$ cat config.mk
export PLATFORM = sky130hd
export DESIGN_NAME = gxp_port
export DESIGN_NICKNAME = d
export VERILOG_FILES = /design/src/gxp_pkg.sv /design/src/gxp_sync.sv /design/src/gxp_port.sv
export SDC_FILE = /design/constraint.sdc
export NUM_CORES = 1
export LEC_CHECK = 0
export ABC_CLOCK_PERIOD_IN_PS = 1300
export BUFFER_PORTS_ARGS = -buffer_cell sky130_fd_sc_hd__buf_2
export CAP_MARGIN = 20
export CORE_MARGIN = 5
export CORE_UTILIZATION = 30
export DETAILED_ROUTE_END_ITERATION = 7
export GPL_ROUTABILITY_DRIVEN = 0
export GPL_TIMING_DRIVEN = 1
export PLACE_DENSITY = 0.51
export SETUP_SLACK_MARGIN = 0.1
export SLEW_MARGIN = 20
export SYNTH_ARGS = -nofsm -noshare
export SYNTH_HDL_FRONTEND = slang
export SYNTH_SLANG_ARGS = --single-unit
export TNS_END_PERCENT = 5
$ cat constraint.sdc
create_clock -name clk_in -period 1.3 [get_ports clk_in]
set_input_delay 0.065 -clock clk_in [delete_from_list [all_inputs] [get_ports clk_in]]
set_output_delay 0.065 -clock clk_in [all_outputs]
set_load 0.01 [all_outputs]
$ cat src/gxp_pkg.sv
/*
  package for the eight-pin general-purpose port: register indices, field layout,
  reset values and the register-access carrier struct.
  assumes a 16-bit register port with a page bit, as seen by the device's serial front end.
*/
`default_nettype none
package gxp_pkg;
  localparam int unsigned PIN_COUNT = 8;
  localparam int unsigned DATA_W    = 16;
  localparam int unsigned ADDR_W    = 5;

  // register indices (shared index 10H split by page)
  localparam logic [4:0] ADDR_LEVEL    = 5'h10;
  localparam logic [4:0] ADDR_DIR      = 5'h11;
  localparam logic [4:0] ADDR_OUT_TYPE = 5'h12;
  localparam logic [4:0] ADDR_IN_STATE = 5'h13;

  localparam logic PAGE_STATUS  = 1'h0;
  localparam logic PAGE_CONTROL = 1'h1;

  // field positions
  localparam int unsigned LOW_FIELD_LSB  = 0;
  localparam int unsigned HIGH_FIELD_LSB = 8;

  // reset values
  localparam logic [7:0] DRIVE_LEVEL_RESET = 8'h00;
  localparam logic [7:0] DIRECTION_RESET   = 8'h00;
  localparam logic [7:0] OPEN_DRAIN_RESET  = 8'h00;
  localparam logic [7:0] HIGH_Z_RESET      = 8'h00;

  localparam int unsigned SYNC_STAGES = 2;

  typedef struct packed {
    logic              wr;
    logic              rd;
    logic              page;
    logic [ADDR_W-1:0] addr;
    logic [DATA_W-1:0] wdata;
  } gxp_req_t;

  typedef struct packed {
    logic [7:0] drive;
    logic [7:0] dir;
    logic [7:0] open_drain;
    logic [7:0] high_z;
  } gxp_cfg_t;
endpackage
`default_nettype wire

$ cat src/gxp_sync.sv
/*
  two-stage synchroniser for the pin inputs, one bit per pin.
  assumes pins are asynchronous to clk_in; the first stage feeds only the second.
*/
`default_nettype none
module gxp_sync #(
  parameter int unsigned WIDTH = 8
) (
  input  wire logic             clk_in,
  input  wire logic             reset_n_in,
  input  wire logic             clk_en_in,
  input  wire logic [WIDTH-1:0] async_in,
  output logic      [WIDTH-1:0] sync_out
);
  logic [WIDTH-1:0] stage1_reg;
  logic [WIDTH-1:0] stage2_reg;

  always_ff @(posedge clk_in or negedge reset_n_in) begin
    if (!reset_n_in) begin
      stage1_reg <= '0;
      stage2_reg <= '0;
    end else if (clk_en_in) begin
      stage1_reg <= async_in;
      stage2_reg <= stage1_reg;
    end
  end

  assign sync_out = stage2_reg;
endmodule
`default_nettype wire

$ cat src/gxp_port.sv
/*
  eight-pin general-purpose port: direction, output level, output type and input state
  registers, pin drive logic and a level readback through a two-stage synchroniser.
  assumes a register port from the device's serial front end carrying a page bit;
  pad cells resolve the wire from the drive/enable/pull-down outputs.
*/
//
// Function
// - A write-only output-level register on page one sets each pin's driven level in bits 7:0, default low.
// - The stored output level reaches a pin only when that pin is configured as an output.
// - The output-level register never reads back; the pin level register gives the real level.
// - The direction register holds one bit per pin in bits 15:8, 0 input by default, 1 output.
// - The output-type register holds one bit per pin in bits 15:8, 0 push-pull by default, 1 open-drain.
// - The output type affects only pins configured as outputs.
// - The input-state register holds one bit per pin in bits 15:8, 0 pull-down by default, 1 high-impedance.
// - The input state affects only pins configured as inputs.
// - The read-only pin level register on page zero reports every pin's level in bits 7:0 whatever its direction.
// - Reads of the pin level register return zero in bits 15:8.
// - The shared address reads pin levels on page zero and takes output-level writes on page one.
// - After reset every pin is an input with its weak pull-down selected.
`default_nettype none
module gxp_port #(
  parameter int unsigned PINS = gxp_pkg::PIN_COUNT
) (
  input  wire logic                        clk_in,
  input  wire logic                        reset_n_in,
  input  wire logic                        clk_en_in,
  input  wire gxp_pkg::gxp_req_t           req_in,
  output logic [gxp_pkg::DATA_W-1:0]       rdata_out,
  output logic                             rvalid_out,
  input  wire logic [PINS-1:0]             pin_in,
  output logic      [PINS-1:0]             pin_out,
  output logic      [PINS-1:0]             pin_oe_out,
  output logic      [PINS-1:0]             pin_pulldown_out
);
  gxp_pkg::gxp_cfg_t          cfg;
  logic [7:0]                 drive_reg;
  logic [7:0]                 dir_reg;
  logic [7:0]                 open_drain_reg;
  logic [7:0]                 high_z_reg;
  logic [PINS-1:0]            level_sync;
  logic                       wr_taken;
  logic                       rd_taken;
  logic                       wr_level;
  logic                       wr_dir;
  logic                       wr_out_type;
  logic                       wr_in_state;
  logic                       rd_level;
  logic                       rd_dir;
  logic                       rd_out_type;
  logic                       rd_in_state;
  logic [gxp_pkg::DATA_W-1:0] rdata_next;
  logic [PINS-1:0]            pin_out_next;
  logic [PINS-1:0]            pin_oe_next;
  logic [PINS-1:0]            pin_pulldown_next;

  // register selected by page and index
  function automatic logic hit(input gxp_pkg::gxp_req_t r, input logic pg, input logic [4:0] a);
    hit = (r.page == pg) && (r.addr == a);
  endfunction

  // per-pin control byte in the upper field
  function automatic logic [7:0] high_field(input logic [gxp_pkg::DATA_W-1:0] w);
    high_field = w[gxp_pkg::HIGH_FIELD_LSB +: 8];
  endfunction

  function automatic logic [7:0] low_field(input logic [gxp_pkg::DATA_W-1:0] w);
    low_field = w[gxp_pkg::LOW_FIELD_LSB +: 8];
  endfunction

  // read word with the byte in the upper field, reserved bits zero
  function automatic logic [gxp_pkg::DATA_W-1:0] put_high(input logic [7:0] b);
    put_high = '0;
    put_high[gxp_pkg::HIGH_FIELD_LSB +: 8] = b;
  endfunction

  function automatic logic [gxp_pkg::DATA_W-1:0] put_low(input logic [7:0] b);
    put_low = '0;
    put_low[gxp_pkg::LOW_FIELD_LSB +: 8] = b;
  endfunction

  // push-pull follows the level; open-drain only ever pulls low
  function automatic logic drive_value(input logic dir, input logic od, input logic lvl);
    drive_value = dir & lvl & ~od;
  endfunction

  function automatic logic drive_enable(input logic dir, input logic od, input logic lvl);
    drive_enable = dir & (~od | ~lvl);
  endfunction

  // pull-down only on inputs left in the pull-down state
  function automatic logic pull_enable(input logic dir, input logic hz);
    pull_enable = ~dir & ~hz;
  endfunction

  gxp_sync #(
    .WIDTH (PINS)
  ) u_sync (
    .clk_in     (clk_in),
    .reset_n_in (reset_n_in),
    .clk_en_in  (clk_en_in),
    .async_in   (pin_in),
    .sync_out   (level_sync)
  );

  assign cfg = '{drive: drive_reg, dir: dir_reg, open_drain: open_drain_reg, high_z: high_z_reg};

  assign wr_taken = clk_en_in & req_in.wr;
  assign rd_taken = clk_en_in & req_in.rd;

  // write decode; page zero writes and unmapped indices fall through
  always_comb begin
    wr_level    = 1'h0;
    wr_dir      = 1'h0;
    wr_out_type = 1'h0;
    wr_in_state = 1'h0;
    if (wr_taken && hit(req_in, gxp_pkg::PAGE_CONTROL, gxp_pkg::ADDR_LEVEL)) begin
      wr_level = 1'h1;
    end else if (wr_taken && hit(req_in, gxp_pkg::PAGE_CONTROL, gxp_pkg::ADDR_DIR)) begin
      wr_dir = 1'h1;
    end else if (wr_taken && hit(req_in, gxp_pkg::PAGE_CONTROL, gxp_pkg::ADDR_OUT_TYPE)) begin
      wr_out_type = 1'h1;
    end else if (wr_taken && hit(req_in, gxp_pkg::PAGE_CONTROL, gxp_pkg::ADDR_IN_STATE)) begin
      wr_in_state = 1'h1;
    end
  end

  // read decode; the shared index reads levels on page zero only
  always_comb begin
    rd_level    = 1'h0;
    rd_dir      = 1'h0;
    rd_out_type = 1'h0;
    rd_in_state = 1'h0;
    if (rd_taken && hit(req_in, gxp_pkg::PAGE_STATUS, gxp_pkg::ADDR_LEVEL)) begin
      rd_level = 1'h1;
    end else if (rd_taken && hit(req_in, gxp_pkg::PAGE_CONTROL, gxp_pkg::ADDR_DIR)) begin
      rd_dir = 1'h1;
    end else if (rd_taken && hit(req_in, gxp_pkg::PAGE_CONTROL, gxp_pkg::ADDR_OUT_TYPE)) begin
      rd_out_type = 1'h1;
    end else if (rd_taken && hit(req_in, gxp_pkg::PAGE_CONTROL, gxp_pkg::ADDR_IN_STATE)) begin
      rd_in_state = 1'h1;
    end
  end

  // read data; the write-only level register has no readback path
  always_comb begin
    rdata_next = '0;
    if (rd_level) begin
      rdata_next = put_low(level_sync);
    end else if (rd_dir) begin
      rdata_next = put_high(cfg.dir);
    end else if (rd_out_type) begin
      rdata_next = put_high(cfg.open_drain);
    end else if (rd_in_state) begin
      rdata_next = put_high(cfg.high_z);
    end
  end

  // output level, write-only
  always_ff @(posedge clk_in or negedge reset_n_in) begin
    if (!reset_n_in) begin
      drive_reg <= gxp_pkg::DRIVE_LEVEL_RESET;
    end else if (wr_level) begin
      drive_reg <= low_field(req_in.wdata);
    end
  end

  always_ff @(posedge clk_in or negedge reset_n_in) begin
    if (!reset_n_in) begin
      dir_reg <= gxp_pkg::DIRECTION_RESET;
    end else if (wr_dir) begin
      dir_reg <= high_field(req_in.wdata);
    end
  end

  always_ff @(posedge clk_in or negedge reset_n_in) begin
    if (!reset_n_in) begin
      open_drain_reg <= gxp_pkg::OPEN_DRAIN_RESET;
    end else if (wr_out_type) begin
      open_drain_reg <= high_field(req_in.wdata);
    end
  end

  always_ff @(posedge clk_in or negedge reset_n_in) begin
    if (!reset_n_in) begin
      high_z_reg <= gxp_pkg::HIGH_Z_RESET;
    end else if (wr_in_state) begin
      high_z_reg <= high_field(req_in.wdata);
    end
  end

  // read strobe answered one edge later
  always_ff @(posedge clk_in or negedge reset_n_in) begin
    if (!reset_n_in) begin
      rvalid_out <= 1'h0;
    end else if (clk_en_in) begin
      rvalid_out <= req_in.rd;
    end
  end

  // read data held until the next taken read
  always_ff @(posedge clk_in or negedge reset_n_in) begin
    if (!reset_n_in) begin
      rdata_out <= '0;
    end else if (rd_taken) begin
      rdata_out <= rdata_next;
    end
  end

  always_comb begin
    pin_out_next      = '0;
    pin_oe_next       = '0;
    pin_pulldown_next = '0;
    for (int i = 0; i < PINS; i++) begin
      pin_out_next[i]      = drive_value(cfg.dir[i], cfg.open_drain[i], cfg.drive[i]);
      pin_oe_next[i]       = drive_enable(cfg.dir[i], cfg.open_drain[i], cfg.drive[i]);
      pin_pulldown_next[i] = pull_enable(cfg.dir[i], cfg.high_z[i]);
    end
  end

  always_ff @(posedge clk_in or negedge reset_n_in) begin
    if (!reset_n_in) begin
      pin_out <= '0;
    end else if (clk_en_in) begin
      pin_out <= pin_out_next;
    end
  end

  always_ff @(posedge clk_in or negedge reset_n_in) begin
    if (!reset_n_in) begin
      pin_oe_out <= '0;
    end else if (clk_en_in) begin
      pin_oe_out <= pin_oe_next;
    end
  end

  always_ff @(posedge clk_in or negedge reset_n_in) begin
    if (!reset_n_in) begin
      pin_pulldown_out <= '1;
    end else if (clk_en_in) begin
      pin_pulldown_out <= pin_pulldown_next;
    end
  end
endmodule
`default_nettype wire

==> summary.md <==
| Metric | Value |
|---|---|
| Post-synth top cells | `dfrtp_1 (81), mux2_2 (48), inv_1 (26)` |
| CP cell instances | `or3_1 -> a32o_1` |
| Worst Path Required | `1530 ps` |
| Pint | `4.99 mW` |
| Clock share of power | `0.399` |
| Critical path's largest stage delay | `380 ps` |
| Drt pass-1 iters | `4` |
| P_leak | `2.36 nW` |
| Setup CP Type | `reg2reg` |
| Remaining DRCs | `0` |
| Final count of pins violating max slew | `0` |
| Synth Flop Type | `dfrtp_1` |
| Synth area leaders | `dfrtp_1 (53%), mux2_2 (14%), dfstp_2 (5.5%)` |
| Post-Syn Instances | `305` |
| First-pass GRT wire length | `15200 um` |
| Max reg flops | `16` |
| Vias | `2711` |
| Pwr Density | `1300 nW/um^2` |
| H-tree levels | `3` |
| Tmin final | `1140 ps` |
| Largest Register | `rdata_out` |
| FF+latch count, synth | `89` |
| Mapped cell area | `3790 sq um` |
| Sequential group share of total power | `0.479` |
| Largest net degree at the start of global routing | `32` |
| Vias in the first global route | `2835` |
| Grt total ovfl | `0` |
| Inserted Diodes | `0` |
| Endpoints failing setup | `0` |
| Status | `complete, no violations` |
| Clock Pin Slew Worst Setup and Hold Paths | `70 ps` |
| TritonCTS buffer count | `9` |
| CP arrival | `1370 ps` |
| Placed cells | `568` |
| EDFF count, synth | `0` |
| Relative slew slack | `0.696` |
| Row count | `41` |
| CTS sink count | `89` |
| Antenna violations before repair | `0` |
| Total GRT Usage | `0.135` |
| Fraction of registers with async set/reset | `1.00` |
| Top-count cell post-synth | `dfrtp_1` |
| CTS tree | `yes` |
| Peak Freq | `879 MHz` |
| Startpoint types | `register` |
| Syn Area/Cell | `12.4 sq um` |
| CP Max Fanout | `2` |
| Comb pwr share | `0.121` |
| Clk_skew | `8.37 ps` |
| Iter 0 DRT Violations | `130` |
| Synthesized Nets | `340` |
| Register area share after synthesis | `0.590` |
| Initial Util | `0.303` |
| Total power | `6.57 mW` |
| Synth area leader | `dfrtp_1` |
| Final wirelength | `9480 um` |
| IO buf count | `75` |
| Critical-path top delay cell | `dfrtp_1` |
| Hold Path Class | `in2reg` |
| Routed length per instance | `15.7 um` |
| Core footprint | `12500 sq um` |
| Slew @ Worst Pin | `456 ps` |
| Die W | `122 um` |
| IO Count | `76` |
| Fin nets | `460` |
| Drt via density | `4.50` |
| Unrepaired setup endpoints after global routing | `false` |
| Top-area cell type share of the netlist area | `0.535` |
| CP Capture Type | `register` |
| Sw power | `1.58 mW` |
| ANT nets after route | `0` |
| Die Footprint | `15000 sq um` |
| Die Height | `122 um` |
| Final Hold Vio Count | `0` |
| Area grow syn2layout | `33.6%` |
| HPWL after DPL | `7030 um` |
| Maximum VDD drop | `0.599 mV` |
| Clock Path Buffers | `2` |
| Skew-Pair Late Insertion Delay | `340 ps` |
| Sw frac | `0.240` |
| Count of cell types in the netlist | `29` |
| Clk root buf | `clkbuf_16` |
| Final cell count without fillers | `602` |
| Tcrit/Tclk final | `0.875` |
| Max-cap viol count | `0` |
| Filler cells | `1250` |
| Share of layout cells above drive strength 1 | `0.447` |
| YS warnings | `0` |
## cells in the final DEF, fill, tap and decap left out
cell type      instances
nand4b_1               8
a32o_1                 8
nand3b_1               1
nor4_1                 1
bufinv_16              1
and2_1                 1
nand2_2                1
clkinvlp_4             1
a31oi_1                8
clkbuf_16              9
buf_12                 3
dfstp_2                8
clkbuf_1               1
inv_1                 26
buf_4                 30
nand4bb_4              1
nand2_1               25
mux2_4                 8
inv_6                  1
buf_2                 74
nand2b_4               1
nor3_4                 1
dlygate4sd3_1         18
o21ai_0               25
nor3_2                 1
nor2_1                 9
or4_4                  1
nand3_1                9
clkbuf_8               1
mux2_2                48
clkinv_4               2
a41oi_1                3
dfrtp_1               81
a21oi_1                5
or3_1                  9
## per-stage QoR
stage | hold slack, ps | setup TNS (ps) | setup WS, ps | utilization | instance area (sq um)
5_1_grt | 0.149 | 0 | 111 | 0.405 | 5060
2_1_floorplan | -231 | 0 | 24.2 | - | 3800
4_1_cts | 1.60 | 0 | 158 | 0.405 | 5060
3_3_place_gp | 43.6 | -3190 | -120 | 0.366 | 4580
6_report | 9.74 | 0 | 162 | 0.405 | 5060
3_5_place_dp | 43.4 | -4010 | -154 | 0.366 | 4580
## metal layers
layer | GRT usage | vias up | routed length, um
met5 | 0 | - | 0
li1 | - | 1323 | -
met1 | 0.175 | 1313 | 4350
met2 | 0.216 | 71 | 4500
met4 | 0.0378 | 0 | 48
met3 | 0.0456 | 4 | 580
## cells by family (layout without fill, tap and decap cells)
group	count (synthesis)	after routing	share of synthesized area
and+or+nand+nor	69	69	0.107
AOI/OAI and AO/OA	49	49	0.0809
buffers and inverters	42	167	0.0479
muxes	56	56	0.174
DFF	89	89	0.590
## timing repair
action / in CTS / in global routing
resized for setup: 0 / 0
hold buffers: 18 / 0
setup buffers: 0 / 0
endpoints found under the hold margin: 38 / 0
## worst max-delay path: cells and delay by family, from the launching register on
kind             cells  cell delay, ps
AO/OA/AOI/OAI        1             270
AND/OR/NAND/NOR      1             380
flip-flops           1             380
## path summary, 6_finish.rpt
kind / start / to / cells past startpoint / slack [ps]
setup / recovery: dir_reg[2] / rdata_out[10] / 2 / 160
hold / removal: req_in[10] / dir_reg[2] / 2 / 10
setup reg to reg: dir_reg[2] / rdata_out[10] / 2 / 160
hold reg to reg: rdata_out[0] / rdata_out[0] / 2 / 480
max in group asynchronous: reset_n_in / pin_pulldown_out[5] / 3 / 480
min in group asynchronous: reset_n_in / pin_oe_out[4] / 2 / 210
## cell type report
type	instances	area, sq um	share of cell area
sequential	89	2240	0.442
clock inverter	5	63.8	0.0126
inverter	26	97.6	0.0193
clock buffer	11	243	0.0479
multi-input combinational	174	1370	0.271
timing repair buffer	125	836	0.165
tap	172	215	0.0425
## power by group through the flow
stage | combinational (mW) | clock (mW) | sequential, mW
2_1_floorplan | 0.349 | 0 | 3.23
3_3_place_gp | 0.760 | 0 | 3.20
3_5_place_dp | 0.772 | 0 | 3.20
4_1_cts | 0.817 | 2.70 | 3.15
5_1_grt | 0.885 | 2.81 | 3.18
6_report | 0.798 | 2.63 | 3.15
Power figures use the tool's default switching activity.
